<file path="src/include/tdpp_pkg.sv">
// constants and types shared by the tdm host port files
package tdpp_pkg;
  localparam int unsigned DATA_W = 8;
  localparam int unsigned LOC_W  = 5;
  localparam int unsigned CNT_W  = 9;
  localparam int unsigned WR_W   = 1 + LOC_W + DATA_W;
  localparam int unsigned BUF_DEPTH = 2;
  // register space offsets (low five address bits)
  localparam logic [4:0] REG_CTRL1  = 5'h00;
  localparam logic [4:0] REG_CTRL2  = 5'h01;
  localparam logic [4:0] REG_VECTOR = 5'h02;
  localparam logic [4:0] REG_FLAGS1 = 5'h04;
  localparam logic [4:0] REG_FLAGS2 = 5'h05;
  localparam logic [4:0] REG_IMAGE1 = 5'h06;
  localparam logic [4:0] REG_IMAGE2 = 5'h07;
  localparam logic [4:0] REG_MASK1  = 5'h08;
  localparam logic [4:0] REG_MASK2  = 5'h09;
  localparam logic [4:0] REG_MATCH1 = 5'h0a;
  localparam logic [4:0] REG_MATCH2 = 5'h0b;
  localparam logic [4:0] REG_WATCH1 = 5'h0c;
  localparam logic [4:0] REG_WATCH2 = 5'h0d;
  // control_one field positions
  localparam int unsigned C1_IRQ_EN0   = 0;
  localparam int unsigned C1_IRQ_MODE0 = 2;
  localparam int unsigned C1_ADDR_EXT  = 4;
  localparam int unsigned C1_CH_COUNT  = 5;
  localparam int unsigned C1_IRQ_RST   = 6;
  // reset and fill values
  localparam logic [7:0]  REG_RESET  = 8'h00;
  localparam logic [7:0]  IDLE_BYTE  = 8'hff;
  localparam logic [20:0] PIN_IDLE   = 21'h1fc000;
  // serial timing: bit clock edge positions within a 16 edge channel slot
  localparam logic [3:0]  SLOT_PHASE = 4'he;
  localparam logic [3:0]  CH_START   = 4'h0;
  typedef enum logic [1:0] {ST_IDLE, ST_PUSH, ST_ACK} tdpp_host_st_t;
endpackage : tdpp_pkg

</file>
<file path="src/include/tdpp_buf_if.sv">
// valid/ready channel between the host port and its write buffer
`timescale 1ns/10ps
interface tdpp_buf_if #(parameter int unsigned WIDTH = 14);
  logic             in_valid;
  logic             in_ready;
  logic [WIDTH-1:0] in_data;
  logic             out_valid;
  logic             out_ready;
  logic [WIDTH-1:0] out_data;
  modport buffer (input in_valid, in_data, out_ready, output in_ready, out_valid, out_data);
  modport user   (output in_valid, in_data, out_ready, input in_ready, out_valid, out_data);
endinterface : tdpp_buf_if

</file>
<file path="src/design/tdpp_skid_buf.sv">
// small fifo holding posted host writes until the ram port is free
`timescale 1ns/10ps
module tdpp_skid_buf #(
  parameter int unsigned WIDTH = 14,
  parameter int unsigned DEPTH = 2
) (
  // clock and reset
  input wire logic   i_sys_clk,
  input wire logic   i_rst,
  // both sides of the buffer
  tdpp_buf_if.buffer bif
);
  localparam int unsigned PW = (DEPTH > 1) ? $clog2(DEPTH) : 1;
  localparam int unsigned CW = $clog2(DEPTH + 1);

  logic [WIDTH-1:0] mem_reg [DEPTH];
  logic [PW-1:0]    wr_ptr_reg;
  logic [PW-1:0]    rd_ptr_reg;
  logic [CW-1:0]    count_reg;
  logic             push;
  logic             pop;

  // honest full and empty from the fill count
  assign bif.in_ready  = (count_reg != CW'(DEPTH));
  assign bif.out_valid = (count_reg != '0);
  assign bif.out_data  = mem_reg[rd_ptr_reg];
  assign push = bif.in_valid && bif.in_ready;
  assign pop  = bif.out_valid && bif.out_ready;

  // storage and pointers
  always_ff @(posedge i_sys_clk) begin
    if (i_rst) begin
      wr_ptr_reg <= '0;
      rd_ptr_reg <= '0;
      count_reg  <= '0;
    end else begin
      if (push) begin
        mem_reg[wr_ptr_reg] <= bif.in_data;
        wr_ptr_reg <= (wr_ptr_reg == PW'(DEPTH - 1)) ? '0 : wr_ptr_reg + 1'b1;
      end
      if (pop) begin
        rd_ptr_reg <= (rd_ptr_reg == PW'(DEPTH - 1)) ? '0 : rd_ptr_reg + 1'b1;
      end
      count_reg <= count_reg + CW'(push) - CW'(pop);
    end
  end
endmodule : tdpp_skid_buf

</file>
<file path="src/design/tdpp_host_port.sv">
// peripheral-mode host port: channel rams, registers and tdm serial side
// Overview of operation
// - three 32 byte rams, 24 or 32 mode
// - select, read/write, strobe, acknowledge, irq, irq acknowledge
// - unmapped serial channels send all ones
// - low space: read receive, write first transmit
// - bit6 set: read receive, write second transmit
// - bit5 set: control one, two, vector
// - offsets 4-7 read flags, images; read-only
// - offsets 8,9 are mask registers
// - offsets 10,11 are match byte registers
// - offsets 12,13 name watched input channels
// - 24 mode skips every fourth channel
// - channel count bit: 0 gives 32, 1 gives 24
// - control one bit supplies address bit six
// - serial ram access wins; acknowledge held on reads, writes wait in the buffer
`timescale 1ns/10ps
module tdpp_host_port (
  // clock and reset
  input  wire logic       i_sys_clk,
  input  wire logic       i_rst,
  // host strobe bus
  input  wire logic       i_chip_select_n,
  input  wire logic       i_read_write,
  input  wire logic       i_data_strobe_n,
  input  wire logic       i_interrupt_acknowledge_n,
  input  wire logic [5:0] i_address,
  input  wire logic [7:0] i_data,
  output logic      [7:0] o_data,
  output logic            o_data_oe,
  output logic            o_transfer_acknowledge_n,
  output logic            o_interrupt_request_n,
  // serial tdm link
  input  wire logic       i_serial_bit_clock,
  input  wire logic       i_frame_pulse_n,
  input  wire logic       i_serial_input_stream,
  output logic            o_serial_output_first,
  output logic            o_serial_output_second
);
  logic [20:0] pin_meta_reg;
  logic [20:0] pin_sync_reg;
  logic        cs_n_s, rw_s, ds_n_s, interrupt_acknowledge_n_n_s, c4_s, f0_n_s, sti_s;
  logic [5:0]  addr_s;
  logic [7:0]  data_s;
  logic [7:0]  ctrl1_reg, ctrl2_reg, vector_reg;
  logic [7:0]  mask_reg [2];
  logic [7:0]  match_reg [2];
  logic [7:0]  watch_reg [2];
  logic [7:0]  flags_reg [2];
  logic [7:0]  image_reg [2];
  logic [7:0]  prev_reg [2];
  logic [7:0]  rx_ram [32];
  logic [7:0]  tx_first_ram [32];
  logic [7:0]  tx_second_ram [32];
  logic        mode24;
  logic        c4_prev_reg, c4_fall, slot;
  logic [8:0]  cnt_reg;
  logic [4:0]  ch_now, ch_next;
  logic [7:0]  rx_sh_reg, rx_byte;
  logic [7:0]  hold_first_reg, hold_second_reg, sh_first_reg, sh_second_reg;
  logic        rx_ok, tx_ok;
  logic [4:0]  rx_loc, tx_loc;
  tdpp_pkg::tdpp_host_st_t state_reg;
  logic        host_req, vec_req, reg_wr, reg_rd, rd_conflict, drain_conflict;
  logic [4:0]  host_loc;
  logic [7:0]  reg_rd_val, dout_reg;
  logic        oe_reg, ack_n_reg, irq_n_reg;
  logic        wr_ext;
  logic [4:0]  wr_loc;
  logic [7:0]  wr_data;

  tdpp_buf_if #(.WIDTH(tdpp_pkg::WR_W)) bif ();

  // every pin input passes two flip-flops
  always_ff @(posedge i_sys_clk) begin
    if (i_rst) begin
      pin_meta_reg <= tdpp_pkg::PIN_IDLE;
      pin_sync_reg <= tdpp_pkg::PIN_IDLE;
    end else begin
      pin_meta_reg <= {i_chip_select_n, i_read_write, i_data_strobe_n,
                       i_interrupt_acknowledge_n, i_serial_bit_clock, i_frame_pulse_n,
                       i_serial_input_stream, i_address, i_data};
      pin_sync_reg <= pin_meta_reg;
    end
  end
  assign {cs_n_s, rw_s, ds_n_s, interrupt_acknowledge_n_n_s, c4_s, f0_n_s, sti_s, addr_s, data_s} = pin_sync_reg;

  // ram location of a serial channel; 24 mode drops every fourth
  function automatic logic [5:0] loc_of(input logic [4:0] ch, input logic m24);
    logic [4:0] base;
    base = {ch[4:2], 1'b0} + {2'b00, ch[4:2]};
    if (!m24) begin
      loc_of = {1'b1, ch};
    end else begin
      loc_of = {ch[1:0] != 2'b00, base + {3'b000, ch[1:0]} - 5'd1};
    end
  endfunction : loc_of

  assign mode24 = ctrl1_reg[tdpp_pkg::C1_CH_COUNT];
  assign ch_now  = cnt_reg[8:4];
  assign ch_next = ch_now + 5'd1;
  assign {rx_ok, rx_loc} = loc_of(ch_now, mode24);
  assign {tx_ok, tx_loc} = loc_of(ch_next, mode24);
  assign c4_fall = c4_prev_reg && !c4_s;
  assign slot    = c4_fall && (cnt_reg[3:0] == tdpp_pkg::SLOT_PHASE);
  assign rx_byte = {rx_sh_reg[6:0], sti_s};

  // bit clock edge counter, restarted by the frame pulse
  always_ff @(posedge i_sys_clk) begin
    if (i_rst) begin
      c4_prev_reg <= 1'b1;
      cnt_reg     <= '0;
      rx_sh_reg   <= '0;
    end else begin
      c4_prev_reg <= c4_s;
      if (c4_fall) begin
        cnt_reg <= !f0_n_s ? '0 : cnt_reg + 9'd1;
        if (cnt_reg[0] == 1'b0) begin
          rx_sh_reg <= rx_byte; // mid-bit sample
        end
      end
    end
  end

  // serial ram slot: store received byte, fetch next transmit bytes
  always_ff @(posedge i_sys_clk) begin
    if (i_rst) begin
      hold_first_reg  <= tdpp_pkg::IDLE_BYTE;
      hold_second_reg <= tdpp_pkg::IDLE_BYTE;
    end else if (slot) begin
      if (rx_ok) begin
        rx_ram[rx_loc] <= rx_byte;
      end
      hold_first_reg  <= tx_ok ? tx_first_ram[tx_loc] : tdpp_pkg::IDLE_BYTE;
      hold_second_reg <= tx_ok ? tx_second_ram[tx_loc] : tdpp_pkg::IDLE_BYTE;
    end
  end

  // transmit shifters, msb first, new bit at each bit cell start
  always_ff @(posedge i_sys_clk) begin
    if (i_rst) begin
      sh_first_reg           <= tdpp_pkg::IDLE_BYTE;
      sh_second_reg          <= tdpp_pkg::IDLE_BYTE;
      o_serial_output_first  <= 1'b1;
      o_serial_output_second <= 1'b1;
    end else if (c4_fall && cnt_reg[0]) begin
      if (cnt_reg[3:0] == 4'hf) begin
        o_serial_output_first  <= hold_first_reg[7];
        o_serial_output_second <= hold_second_reg[7];
        sh_first_reg           <= {hold_first_reg[6:0], 1'b1};
        sh_second_reg          <= {hold_second_reg[6:0], 1'b1};
      end else begin
        o_serial_output_first  <= sh_first_reg[7];
        o_serial_output_second <= sh_second_reg[7];
        sh_first_reg           <= {sh_first_reg[6:0], 1'b1};
        sh_second_reg          <= {sh_second_reg[6:0], 1'b1};
      end
    end
  end

  // host request decode
  assign host_loc = addr_s[4:0];
  assign vec_req  = (state_reg == tdpp_pkg::ST_IDLE) && !interrupt_acknowledge_n_n_s && !ds_n_s;
  assign host_req = (state_reg == tdpp_pkg::ST_IDLE) && !cs_n_s && !ds_n_s && interrupt_acknowledge_n_n_s;
  assign reg_wr   = host_req && addr_s[5] && !rw_s;
  assign reg_rd   = host_req && addr_s[5] && rw_s;
  assign rd_conflict    = slot && rx_ok && (rx_loc == host_loc);
  assign {wr_ext, wr_loc, wr_data} = bif.out_data;
  assign drain_conflict = slot && tx_ok && (tx_loc == wr_loc);

  // register read multiplexer
  always_comb begin
    unique case (host_loc)
      tdpp_pkg::REG_CTRL1:  reg_rd_val = ctrl1_reg;
      tdpp_pkg::REG_CTRL2:  reg_rd_val = ctrl2_reg;
      tdpp_pkg::REG_VECTOR: reg_rd_val = vector_reg;
      tdpp_pkg::REG_FLAGS1: reg_rd_val = flags_reg[0];
      tdpp_pkg::REG_FLAGS2: reg_rd_val = flags_reg[1];
      tdpp_pkg::REG_IMAGE1: reg_rd_val = image_reg[0];
      tdpp_pkg::REG_IMAGE2: reg_rd_val = image_reg[1];
      tdpp_pkg::REG_MASK1:  reg_rd_val = mask_reg[0];
      tdpp_pkg::REG_MASK2:  reg_rd_val = mask_reg[1];
      tdpp_pkg::REG_MATCH1: reg_rd_val = match_reg[0];
      tdpp_pkg::REG_MATCH2: reg_rd_val = match_reg[1];
      tdpp_pkg::REG_WATCH1: reg_rd_val = watch_reg[0];
      tdpp_pkg::REG_WATCH2: reg_rd_val = watch_reg[1];
      default:              reg_rd_val = '0;
    endcase
  end

  // host writable registers; reset bit of control one clears itself
  always_ff @(posedge i_sys_clk) begin
    if (i_rst) begin
      ctrl1_reg  <= tdpp_pkg::REG_RESET;
      ctrl2_reg  <= tdpp_pkg::REG_RESET;
      vector_reg <= tdpp_pkg::REG_RESET;
      mask_reg   <= '{default: tdpp_pkg::REG_RESET};
      match_reg  <= '{default: tdpp_pkg::REG_RESET};
      watch_reg  <= '{default: tdpp_pkg::REG_RESET};
    end else begin
      ctrl1_reg[tdpp_pkg::C1_IRQ_RST] <= 1'b0;
      if (reg_wr) begin
        unique case (host_loc)
          tdpp_pkg::REG_CTRL1:  ctrl1_reg    <= data_s;
          tdpp_pkg::REG_CTRL2:  ctrl2_reg    <= data_s;
          tdpp_pkg::REG_VECTOR: vector_reg   <= data_s;
          tdpp_pkg::REG_MASK1:  mask_reg[0]  <= data_s;
          tdpp_pkg::REG_MASK2:  mask_reg[1]  <= data_s;
          tdpp_pkg::REG_MATCH1: match_reg[0] <= data_s;
          tdpp_pkg::REG_MATCH2: match_reg[1] <= data_s;
          tdpp_pkg::REG_WATCH1: watch_reg[0] <= data_s;
          tdpp_pkg::REG_WATCH2: watch_reg[1] <= data_s;
          default: ;
        endcase
      end
    end
  end

  // interrupt paths: flags sticky, image cleared by read, set wins
  always_ff @(posedge i_sys_clk) begin
    if (i_rst) begin
      flags_reg <= '{default: tdpp_pkg::REG_RESET};
      image_reg <= '{default: tdpp_pkg::REG_RESET};
      prev_reg  <= '{default: tdpp_pkg::REG_RESET};
      irq_n_reg <= 1'b1;
    end else begin
      for (int k = 0; k < 2; k++) begin
        logic [7:0] hit;
        hit = mask_reg[k] & ~(rx_byte ^ match_reg[k]);
        if (ctrl1_reg[tdpp_pkg::C1_IRQ_MODE0 + k]) begin
          hit = hit & (rx_byte ^ prev_reg[k]);
        end
        if (ctrl1_reg[tdpp_pkg::C1_IRQ_RST]) begin
          flags_reg[k] <= '0;
          image_reg[k] <= '0;
        end else if (reg_rd && host_loc == tdpp_pkg::REG_IMAGE1 + 5'(k)) begin
          image_reg[k] <= '0;
        end
        if (slot && ch_now == watch_reg[k][4:0]) begin
          prev_reg[k] <= rx_byte;
          if (ctrl1_reg[tdpp_pkg::C1_IRQ_EN0 + k] && hit != '0) begin
            flags_reg[k] <= flags_reg[k] | hit;
            image_reg[k] <= rx_byte;
          end
        end
      end
      irq_n_reg <= (flags_reg[0] == '0) && (flags_reg[1] == '0);
    end
  end

  // posted host writes wait here; a serial slot fetching the same location blocks the drain
  assign bif.in_valid  = (state_reg == tdpp_pkg::ST_PUSH);
  assign bif.in_data   = {ctrl1_reg[tdpp_pkg::C1_ADDR_EXT], host_loc, data_s};
  assign bif.out_ready = !drain_conflict;

  tdpp_skid_buf #(.WIDTH(tdpp_pkg::WR_W), .DEPTH(tdpp_pkg::BUF_DEPTH)) u_wr_buf (
    .i_sys_clk (i_sys_clk),
    .i_rst     (i_rst),
    .bif       (bif)
  );

  // transmit ram write port
  always_ff @(posedge i_sys_clk) begin
    if (bif.out_valid && bif.out_ready) begin
      if (wr_ext) begin
        tx_second_ram[wr_loc] <= wr_data;
      end else begin
        tx_first_ram[wr_loc] <= wr_data;
      end
    end
  end

  // strobe handshake
  always_ff @(posedge i_sys_clk) begin
    if (i_rst) begin
      state_reg <= tdpp_pkg::ST_IDLE;
      dout_reg  <= '0;
      oe_reg    <= 1'b0;
      ack_n_reg <= 1'b1;
    end else begin
      unique case (state_reg)
        tdpp_pkg::ST_IDLE: begin
          if (vec_req) begin
            dout_reg  <= vector_reg;
            oe_reg    <= 1'b1;
            ack_n_reg <= 1'b0;
            state_reg <= tdpp_pkg::ST_ACK;
          end else if (host_req && addr_s[5]) begin
            dout_reg  <= rw_s ? reg_rd_val : '0;
            oe_reg    <= rw_s;
            ack_n_reg <= 1'b0;
            state_reg <= tdpp_pkg::ST_ACK;
          end else if (host_req && rw_s && !rd_conflict) begin
            dout_reg  <= rx_ram[host_loc];
            oe_reg    <= 1'b1;
            ack_n_reg <= 1'b0;
            state_reg <= tdpp_pkg::ST_ACK;
          end else if (host_req && !rw_s) begin
            state_reg <= tdpp_pkg::ST_PUSH;
          end
        end
        tdpp_pkg::ST_PUSH: begin
          if (bif.in_ready) begin
            ack_n_reg <= 1'b0;
            state_reg <= tdpp_pkg::ST_ACK;
          end
        end
        tdpp_pkg::ST_ACK: begin
          if (ds_n_s) begin
            ack_n_reg <= 1'b1;
            oe_reg    <= 1'b0;
            state_reg <= tdpp_pkg::ST_IDLE;
          end
        end
      endcase
    end
  end
  assign o_data                   = dout_reg;
  assign o_data_oe                = oe_reg;
  assign o_transfer_acknowledge_n = ack_n_reg;
  assign o_interrupt_request_n    = irq_n_reg;
endmodule : tdpp_host_port

</file>
<file path="config.mk">
export PLATFORM = sky130hd
export DESIGN_NAME = tdpp_host_port
export DESIGN_NICKNAME = d
export VERILOG_FILES = /design/src/include/tdpp_pkg.sv /design/src/include/tdpp_buf_if.sv /design/src/design/tdpp_skid_buf.sv /design/src/design/tdpp_host_port.sv
export SDC_FILE = /design/constraint.sdc
export NUM_CORES = 1
export LEC_CHECK = 0
export ABC_AREA = 1
export BUFFER_PORTS_ARGS = -buffer_cell sky130_fd_sc_hd__buf_2
export CAP_MARGIN = 5
export CORE_MARGIN = 2
export CORE_UTILIZATION = 63
export DETAILED_ROUTE_END_ITERATION = 6
export MAX_ROUTING_LAYER = met4
export PLACE_DENSITY = 0.79
export SLEW_MARGIN = 10
export SYNTH_ARGS = -nofsm -noshare
export SYNTH_HDL_FRONTEND = slang
export SYNTH_SLANG_ARGS = --single-unit
</file>
<file path="constraint.sdc">
create_clock -name i_sys_clk -period 4.6 [get_ports i_sys_clk]
set_input_delay 0.92 -clock i_sys_clk [delete_from_list [all_inputs] [get_ports i_sys_clk]]
set_output_delay 0.92 -clock i_sys_clk [all_outputs]
set_load 0.03 [all_outputs]
</file>
## After elaboration in Yosys (flattened, before gate mapping)

Memory sizes are Yosys's and may differ from the RTL's. A register that Yosys moved wholly into a read port is not among the register bits.
Index checks and enable logic that the tools add are counted.
Widths: inputs -> output; s select.

| operators by class | value |
|---|---|
| bitwise logic cells | 15 |
| multiplexer cells | 68 |
| eq/ne operators | 25 |
| add/sub/neg operators | 12 |
| reduce and logical (&&, ||, !) cells | 60 |

Operators by type and width:

| cell | count |
|---|---|
| $mux 8 | 26 |
| $pmux 8 s13 | 1 |
| $and 8x8->8 | 4 |
| $xor 8x8->8 | 4 |
| $eq 5x4->1 const B | 6 |
| $mux 1 | 28 |
| $logic_and 1x1->1 | 27 |
| $reduce_and 2->1 | 11 |
| $eq 5x3->1 const B | 4 |
| $eq 5x5->1 | 4 |
| $logic_not 8->1 | 2 |
| $not 8->8 | 2 |
| $or 8x8->8 | 2 |
| $reduce_bool 8->1 | 2 |
| $mux 2 | 6 |
| $mux 6 | 2 |
| $add 4x3->5 | 2 |
| $add 5x2->5 | 2 |
| $sub 5x1->5 const B | 2 |
| $add 9x1->9 const B | 1 |
| $mux 9 | 1 |
| $reduce_and 3->1 | 3 |
| $eq 4x4->1 const B | 2 |
| $reduce_bool 2->1 | 4 |
| other kinds (21) | 32 |

| storage, ports and cells | value |
|---|---|
| input port bits | 23 |
| flip-flop bits (word level) | 230 |
| memories kept | 4 |
| word-level logic and storage cells | 219 |
| memory bits (writable) | 796 |

Memories:

| memory | words | width | rd ports | clocked after memory_dff | wr ports | RTL line | RTL |
|---|---|---|---|---|---|---|---|
| rx_ram | 32 | 8 | 1 | 1 | 1 | tdpp_host_port.sv:52 | `logic [7:0] rx_ram [32];` |
| tx_first_ram | 32 | 8 | 1 | 0 | 1 | tdpp_host_port.sv:53 | `logic [7:0] tx_first_ram [32];` |
| tx_second_ram | 32 | 8 | 1 | 0 | 1 | tdpp_host_port.sv:54 | `logic [7:0] tx_second_ram [32];` |
| u_wr_buf.mem_reg | 2 | 14 | 1 | 1 | 1 | tdpp_skid_buf.sv:16 | `logic [WIDTH-1:0] mem_reg [DEPTH];` |

## Depth between registers and ports, before layout

Gate-level depths: netlist of the first run.

| logic depth | value |
|---|---|
| depth after elaboration | 12 |
| gate-level depth with buffers | 26 |
| mapped depth without buffers | 26 |

## Modules after synthesis

From an unflattened synthesis of the first run, not the netlist that was laid out.

| unflattened totals | value |
|---|---|
| cell total of the unflattened synthesis | 4291 |
| area, all modules | 44083.5 um^2 |

Modules (own cells, without submodules):

| module | cells an instance | area each (um^2) | instances |
|---|---|---|---|
| tdpp_host_port | 4209 | 42819.8 | 1 |
| tdpp_skid_buf | 82 | 1263.7 | 1 |

## Worst setup path after synthesis of the first run

OpenSTA, ideal clock, no wires.

| timing | value |
|---|---|
| kind | reg2reg |
| from | register cnt_reg[4] |
| to | memory tx_second_ram[15][0], enable pin |
| clock period less this slack | 3681 ps |
| arrival time | 3311 ps |
| buffers on the path | 3 |
| data required time | 4230 ps |
| library setup time | 370 ps |
| setup slack | 919 ps |
| stages on the path, launching flop included | 18 |
| cell sequence | dfxtp_1 -> buf_4 -> inv_1 -> ha_1 -> inv_1 -> nand2_1 -> fa_1 -> nand2_1 -> o21ai_2 -> xnor2_4 -> xor2_1 -> nor3_1 -> nand2_1 -> nand2_2 -> or2_1 -> buf_6 -> buf_6 -> nor2_1 |

| between the ends | value |
|---|---|
| longest elaborated chain between the ends | 11 |

RTL lines:

| what | RTL line | RTL |
|---|---|---|
| start, declared | tdpp_host_port.sv:57 | `logic [8:0] cnt_reg;` |
| start signal, assigned | tdpp_host_port.sv:117 | `cnt_reg <= !f0_n_s ? '0 : cnt_reg + 9'd1;` |
| $add 5x1->5 (*) | tdpp_host_port.sv:101 | `assign ch_next = ch_now + 5'd1;` |
| $add 4x3->5 | tdpp_host_port.sv:91 | `base = {ch[4:2], 1'b0} + {2'b00, ch[4:2]};` |
| $add 5x2->5 | tdpp_host_port.sv:95 | `loc_of = {ch[1:0] != 2'b00, base + {3'b000, ch[1:0]} - 5'd1};` |
| $sub 5x1->5 | tdpp_host_port.sv:95 |  |
| $mux 6 (*) | tdpp_host_port.sv:92 | `if (!m24) begin` |
| $eq 5x5->1 | tdpp_host_port.sv:169 | `assign drain_conflict = slot && tx_ok && (tx_loc == wr_loc);` |
| $logic_and 1x1->1 (*) | tdpp_host_port.sv:169 |  |
| $logic_not 1->1 (*) | tdpp_host_port.sv:254 | `assign bif.out_ready = !drain_conflict;` |
| $logic_and 1x1->1 (*) | tdpp_host_port.sv:264 | `if (bif.out_valid && bif.out_ready) begin` |
| $mux 1 (*) | tdpp_host_port.sv:264 |  |
| $mux 1 (not written as such) (*) | tdpp_host_port.sv:266 | `tx_second_ram[wr_loc] <= wr_data;` |
| end, declared | tdpp_host_port.sv:54 |  |

Mark *: on every way between the ends. The rest lies on a longest branch, timed or not.

## Worst setup path in the final report of the first run

| timing | value |
|---|---|
| from | register cnt_reg[5] |
| to | memory tx_first_ram[24][0], enable pin |

| between the ends | value |
|---|---|
| longest elaborated chain between the ends | 11 |

RTL lines:

| what | RTL line | RTL |
|---|---|---|
| $add 5x1->5 (*) | tdpp_host_port.sv:101 |  |
| $add 4x3->5 | tdpp_host_port.sv:91 |  |
| $add 5x2->5 | tdpp_host_port.sv:95 |  |
| $sub 5x1->5 | tdpp_host_port.sv:95 |  |
| $mux 6 (*) | tdpp_host_port.sv:92 |  |
| $eq 5x5->1 | tdpp_host_port.sv:169 |  |
| $logic_and 1x1->1 (*) | tdpp_host_port.sv:169 |  |
| $logic_not 1->1 (*) | tdpp_host_port.sv:254 |  |
| $logic_and 1x1->1 (*) | - |  |
| via u_wr_buf.pop | tdpp_skid_buf.sv:21 | `logic pop;` |
| $mux 1 (*) | tdpp_host_port.sv:264 |  |
| $mux 1 (not written as such) (*) | tdpp_host_port.sv:268 | `tx_first_ram[wr_loc] <= wr_data;` |
| end, declared | tdpp_host_port.sv:53 |  |

Mark *: on every way through the listed nets, which the timed path passes. The rest lies on a longest branch.

==> results of run 1 <==
## through the flow
step	cells	setup WS (ns)
finish	5320	0.398
detailed placement	5137	0.426
floorplan	4315	0.919
CTS	5320	0.405
global placement	5137	0.517
global route	5320	0.0495
## cell type report
class / instances / area (um^2) / share of cell area
clock inverter: 52 / 632 / 0.0131
timing repair buffer: 114 / 881 / 0.0182
multi-input combinational: 2612 / 12800 / 0.264
inverter: 455 / 1710 / 0.0354
sequential: 1025 / 28500 / 0.588
tap: 931 / 1160 / 0.0241
clock buffer: 131 / 2730 / 0.0564
## power by group
part / switching, uW / internal (uW)
combinational: 1360 / 338
clock: 3450 / 4920
sequential: 94.6 / 10500
## layer usage
metal | GRT usage | vias up | routed length, um | share of wire
li1 | - | 14700 | - | -
met1 | 0.417 | 15000 | 43600 | 0.39
met2 | 0.519 | 1678 | 53600 | 0.48
met3 | 0.0438 | 343 | 10100 | 0.089
met4 | 0.141 | 0 | 5490 | 0.049
met5 | - | - | 0 | 0
## worst max-delay path, delay by kind of cell, from the launching register on
kind	cells	cell delay [ns]
compound gates	1	0.23
fa+ha+maj	2	0.88
xor+xnor	2	0.31
simple gates	9	1.39
flops	1	0.45
buf+inv	4	0.56
## path summary, 6_finish.rpt
path,from,to,slack (ns),cells after the start
max,cnt_reg[5],tx_first_ram[24][0],0.40,18
min,pin_meta_reg[13],pin_sync_reg[13],0.40,2
max reg2reg,cnt_reg[5],tx_first_ram[24][0],0.40,18
min reg2reg,pin_meta_reg[13],pin_sync_reg[13],0.40,2
## cells in the mapped netlist (all sizes together) (2+ instances only)
| master | n | area share |
|---|---|---|
| nand2 | 1069 | 0.092 |
| edfxtp | 796 | 0.54 |
| nand3 | 469 | 0.054 |
| inv | 448 | 0.038 |
| nor2 | 262 | 0.023 |
| dfxtp | 229 | 0.10 |
| a21oi | 204 | 0.023 |
| nand3b | 146 | 0.025 |
| o21ai | 141 | 0.016 |
| clkbuf | 134 | 0.011 |
| a22oi | 125 | 0.021 |
| buf | 89 | 0.012 |
| or2 | 31 | 0.0044 |
| ha | 21 | 0.0060 |
| nand4 | 21 | 0.0030 |
| o22ai | 21 | 0.0030 |
| nor3 | 20 | 0.0024 |
| o211ai | 18 | 0.0031 |
| a211oi | 11 | 0.0019 |
| mux2 | 8 | 0.0020 |
| nor4 | 8 | 0.0015 |
| clkinv | 7 | 0.00060 |
| xnor2 | 6 | 0.0016 |
| a31oi | 5 | 0.00071 |
| xor2 | 5 | 0.0010 |
| fa | 4 | 0.0018 |
| o31ai | 4 | 0.00068 |
| a21boi | 2 | 0.00034 |
| a22o | 2 | 0.00040 |
| nor3b | 2 | 0.00034 |
| nor4b | 2 | 0.00040 |
## placed cells by master, fill, tap and decap left out, types with 15 or more instances in the layout
cell	instances
nand2_1	1064
edfxtp_1	796
nand3_1	468
inv_1	436
nor2_1	246
dfxtp_1	229
a21oi_1	203
nand3b_1	146
o21ai_0	135
a22oi_1	125
clkbuf_16	102
buf_4	70
buf_2	35
or2_2	30
clkbuf_1	22
nand4_1	21
o22ai_1	21
ha_1	21
o211ai_1	18
clkinv_2	18
nor3_1	17
clkinv_1	15
## logic make-up after synthesis
family	Yosys count	synth area share
compound gates	535	0.0714
xor+xnor	11	0.00262
simple gates	2032	0.206
fa+ha+maj	25	0.00780
mux	9	0.00228
flops	1025	0.648
buf+inv	678	0.0621
==> reports/summary.txt, run 1 <==
Hold_buf cts -> 0
Vias in the first global route -> 30,200
Setup crit end kind -> flip-flop
CP max stage delay -> 0.61 ns
Routed WL -> 113,000 um
Row count -> 96
Diode count -> 0
Maxcap violations -> 0
Maximum level of the CTS H-tree -> 3
YS warnings -> 0
PwrDens -> 428 nW/um^2
DRC Markers -> 0
Top cell by count, worst path -> nand2_1
Final Total Pwr -> 20,700 uW
Seq cells post-synth -> 1,025
First-pass GRT wire length -> 171,000 um
Worst EP required -> 4.88 ns
IO buf count -> 35
Slew @ Worst Pin -> 1.29 ns
Avg Vias per Cell -> 5.95
RSZ-0062 raised after global routing -> false
Setup Fix Bufs, Post-CTS -> 0
Synthesized cell area -> 44,000 um^2
Die Y-Extent -> 268 um
Worst hold margin -> 0.402 ns
Largest net degree at the start of global routing -> 187
Proportion of layout cells with a drive suffix above 1 -> 0.0800
Final Cycle Share -> 0.913
EDFF count, synth -> 796
Iter 0 DRT Violations -> 3,912
Initial Utilization -> 0.639
Pre-antenna DRT Iters -> 6
Num ports -> 36
Class of the worst hold path -> flip-flop to flip-flop
Gpl congestion -> 0.991
Leakage -> 0.0186 uW
Die Width -> 268 um
Total vias in the final route -> 31,600
TNS Setup -> 0 ns
Cell Chain, Critical Path -> ha_1, inv_1, nand2_1, nand2_1, inv_2, nand2_1, fa_1, nand2_1, o21ai_2, xnor2_4, xor2_1, nor3_1, nand2_1, nand2_2, inv_1, nand2_2, buf_12, nor2_1
CTS tree -> yes
Max Slew Vio Count -> 0
Maximum clock insertion buffer count -> 3
Fill cells -> 4,904
TritonCTS buffer count -> 99
Syn Inst Count -> 4,315
Cell area after layout -> 48,400 um^2
Post-route ant nets -> 0
Final Util -> 0.703
Global route overflow -> 0
Slew headroom -> 0.133
Clk root buf -> clkbuf_16
# clock sinks -> 1,025
Slowest cell on the critical path -> fa_1
Hold violation total from the final report -> 0
Status -> finished, final reports clean
VDD IR-drop max -> 363 uV
CP Launch Type -> flip-flop
Main synth FF type -> edfxtp_1
Post-synth cell types -> 51
Core footprint -> 68,800 um^2
Worst-case clock skew -> 0.0225 ns
Layout Area Growth over Synthesis -> 10.1%
Tmin final -> 4.20 ns
Clk pin slew, worst setup/hold paths -> 0.06 ns
Initial antenna violation count -> 0
Syn nets -> 4,363
Largest regs -> rx_ram x256, tx_first_ram x256, tx_second_ram x256
Avg WL per Cell -> 21.2 um
Ys async rst share -> 0
Post-DP Area -> 45,000 um^2
GRT Overall Usage -> 0.324
Final setup vio count -> 0
Nets -> 4,355
Clock Latency Late Sink -> 0.67 ns
Fmax -> 0.238 GHz
Crit Path Class -> flip-flop to flip-flop
CTS resizes -> 0
Worst Path Arrival -> 4.48 ns
Die area -> 71,900 um^2
Mean Syn Cell Area -> 10.2 um^2
Crit-path max FO -> 24
Post-synthesis sequential area ratio -> 0.648
Final HPWL DP -> 69,100 um
Power figures use the tool's default switching activity.
==> run 2: changes to the inputs <==
==> constraint.sdc (replaced) <==
create_clock -name i_sys_clk -period 4.6 [get_ports i_sys_clk]
set_input_delay 0.46 -clock i_sys_clk [delete_from_list [all_inputs] [get_ports i_sys_clk]]
set_output_delay 0.46 -clock i_sys_clk [all_outputs]
set_load 0.03 [all_outputs]
==> run 2 against run 1 <==
Critical path depth grew 2; critical endpoint is now hold_first_reg[5]; hold slack lost 0.38 ns; core utilization is essentially flat; sequential power is essentially flat; critical path type unchanged; total power shrank 2.0%; cell count grew 0.36%.
==> reports/summary.txt, run 2 (synthesis gave the netlist of run 1 again) <==
Status -> finished, final reports clean
Slew headroom -> 0.220 (+0.0864)
Slew @ Worst Pin -> 1.17 ns (-0.120 ns)
Final Total Pwr -> 20,300 uW (-2.0%)
Nets -> 4,372 (+0.39%)
Maximum level of the CTS H-tree -> 3 (unchanged)
Worst hold margin -> 0.0242 ns (-0.378 ns)
Die Width -> 268 um (unchanged)
Avg Vias per Cell -> 5.99 (+0.75%)
IO buf count -> 35 (unchanged)
Row count -> 96 (unchanged)
TNS Setup -> 0 ns (unchanged)
Setup crit end kind -> flip-flop
RSZ-0062 raised after global routing -> false
Worst Path Arrival -> 4.73 ns (+0.25 ns)
Worst-case clock skew -> 0.0135 ns (-0.00894 ns)
Gpl congestion -> 0.990 (about the same)
Initial antenna violation count -> 1 (+1)
Clock Latency Late Sink -> 0.66 ns (about the same)
Initial Utilization -> 0.639 (unchanged)
Core footprint -> 68,800 um^2 (unchanged)
Worst EP required -> 5.13 ns (+0.25 ns)
Clk root buf -> clkbuf_16
Class of the worst hold path -> input pin to flip-flop
CP max stage delay -> 0.51 ns (-0.10 ns)
Total vias in the final route -> 32,000 (+1.1%)
Final HPWL DP -> 69,100 um (about the same)
Maximum clock insertion buffer count -> 3 (unchanged)
TritonCTS buffer count -> 99 (unchanged)
Setup Fix Bufs, Post-CTS -> 0 (unchanged)
Proportion of layout cells with a drive suffix above 1 -> 0.0785 (-0.00146)
Crit Path Class -> flip-flop to flip-flop
Maxcap violations -> 0 (unchanged)
CP Launch Type -> flip-flop
Die area -> 71,900 um^2 (unchanged)
Vias in the first global route -> 30,800 (+1.8%)
Commonest non-fill, non-tap cells in the layout -> 1,064 x nand2_1, 796 x edfxtp_1, 468 x nand3_1, 436 x inv_1, 243 x nor2_1
Hold violation total from the final report -> 0 (unchanged)
DRC Markers -> 0 (unchanged)
CTS tree -> yes
Largest regs -> rx_ram x256, tx_first_ram x256, tx_second_ram x256
Final Cycle Share -> 0.914 (about the same)
PwrDens -> 420 nW/um^2 (-1.9%)
Clk pin slew, worst setup/hold paths -> 0.07 ns (about the same)
Avg WL per Cell -> 21.3 um (+0.43%)
Num ports -> 36 (unchanged)
Slowest cell on the critical path -> fa_1
Leakage -> 0.0186 uW (-0.12%)
Global route overflow -> 0 (unchanged)
Commonest non-fill, non-tap cell in the layout -> nand2_1
Crit-path max FO -> 129 (+440%)
Pre-antenna DRT Iters -> 6 (unchanged)
Final Util -> 0.703 (about the same)
Routed WL -> 114,000 um (+0.79%)
Fmax -> 0.238 GHz (about the same)
Layout Area Growth over Synthesis -> 10.1% (about the same)
VDD IR-drop max -> 444 uV (+22%)
Iter 0 DRT Violations -> 3,947 (+0.89%)
Max Slew Vio Count -> 0 (unchanged)
# clock sinks -> 1,025 (unchanged)
Die Y-Extent -> 268 um (unchanged)
Post-route ant nets -> 0 (unchanged)
Top cell by count, worst path -> nand2_1
Tmin final -> 4.20 ns (+0.00175 ns)
Largest net degree at the start of global routing -> 184 (-1.6%)
First-pass GRT wire length -> 173,000 um (+1.2%)
Final setup vio count -> 0 (unchanged)
GRT Overall Usage -> 0.326 (+0.00261)
Cell Chain, Critical Path -> ha_1, nand2_1, nand2_1, inv_2, nand2_1, nand2_1, fa_1, nand2_1, o21ai_4, buf_12, inv_4, buf_4, nand3_1, nand2_1, nand2_1, nand3_1, nand3_1, nand3_1, nand2_1, nand2_1
## run 2: cell types whose count changed in the layout (fill, tap and decap cells not counted), sizes merged
cell         previous run  this run
dlygate4sd3             0        17
bufinv                 13         7
clkbuf                131       134
diode                   0         1
clkinvlp                5         4
clkinv                 36        41
## run 2: timing repair
item | in CTS | in global routing
resized for setup | 0 | 4
setup endpoints to repair | 0 | 256
hold endpoints to repair | 17 | 0
hold buffers | 17 | 0
## run 2: where the power goes
| group | internal (uW) | leakage, uW | switching, uW |
|---|---|---|---|
| clock network | 4570 | 0.00156 | 3410 |
| logic | 348 | 0.00806 | 1330 |
| registers | 10500 | 0.00897 | 102 |
## run 2: worst paths after layout
check	slack [ns]	cells past startpoint	endpoint	startpoint
max	0.40	20	hold_first_reg[5]	cnt_reg[4]
max reg2reg	0.40	20	hold_first_reg[5]	cnt_reg[4]
min reg2reg	0.40	2	pin_sync_reg[13]	pin_meta_reg[13]
min	0.02	3	pin_meta_reg[5]	i_data[5]
## run 2: metrics by stage
step / setup WS [ns] / instances / cell area [um^2]
2_1_floorplan: 0.919 / 4315 / 44000
3_3_place_gp: 0.157 / 5137 / 45000
3_5_place_dp: 0.119 / 5137 / 45000
4_1_cts: 0.133 / 5338 / 48400
5_1_grt: 0.0801 / 5339 / 48400
6_report: 0.397 / 5339 / 48400
## run 2: cell type report
cell class / instances / area, um^2
Tap cell: 931 / 1160
Timing Repair Buffer: 131 / 1030
Clock buffer: 134 / 2740
Fill cell: 4866 / 20400
Clock inverter: 50 / 429
Antenna cell: 1 / 2.50
Multi-Input combinational cell: 2612 / 12800
Inverter: 455 / 1710
Sequential cell: 1025 / 28500
## run 2: layer usage
layer  track usage  vias up  wire length (um)
met4         0.159        0              5640
li1              -    14700                 -
met1         0.417    15200             43600
met3        0.0537      325             10400
met5             -        -                 0
met2         0.512     1766             54000
## run 2: worst max-delay path, delay by kind of cell (launching register included)
| kind | cells | cell delay, ns |
|---|---|---|
| simple gates | 13 | 1.39 |
| compound gates | 1 | 0.10 |
| fa+ha+maj | 2 | 0.79 |
| flops | 1 | 0.44 |
| buf+inv | 4 | 1.27 |
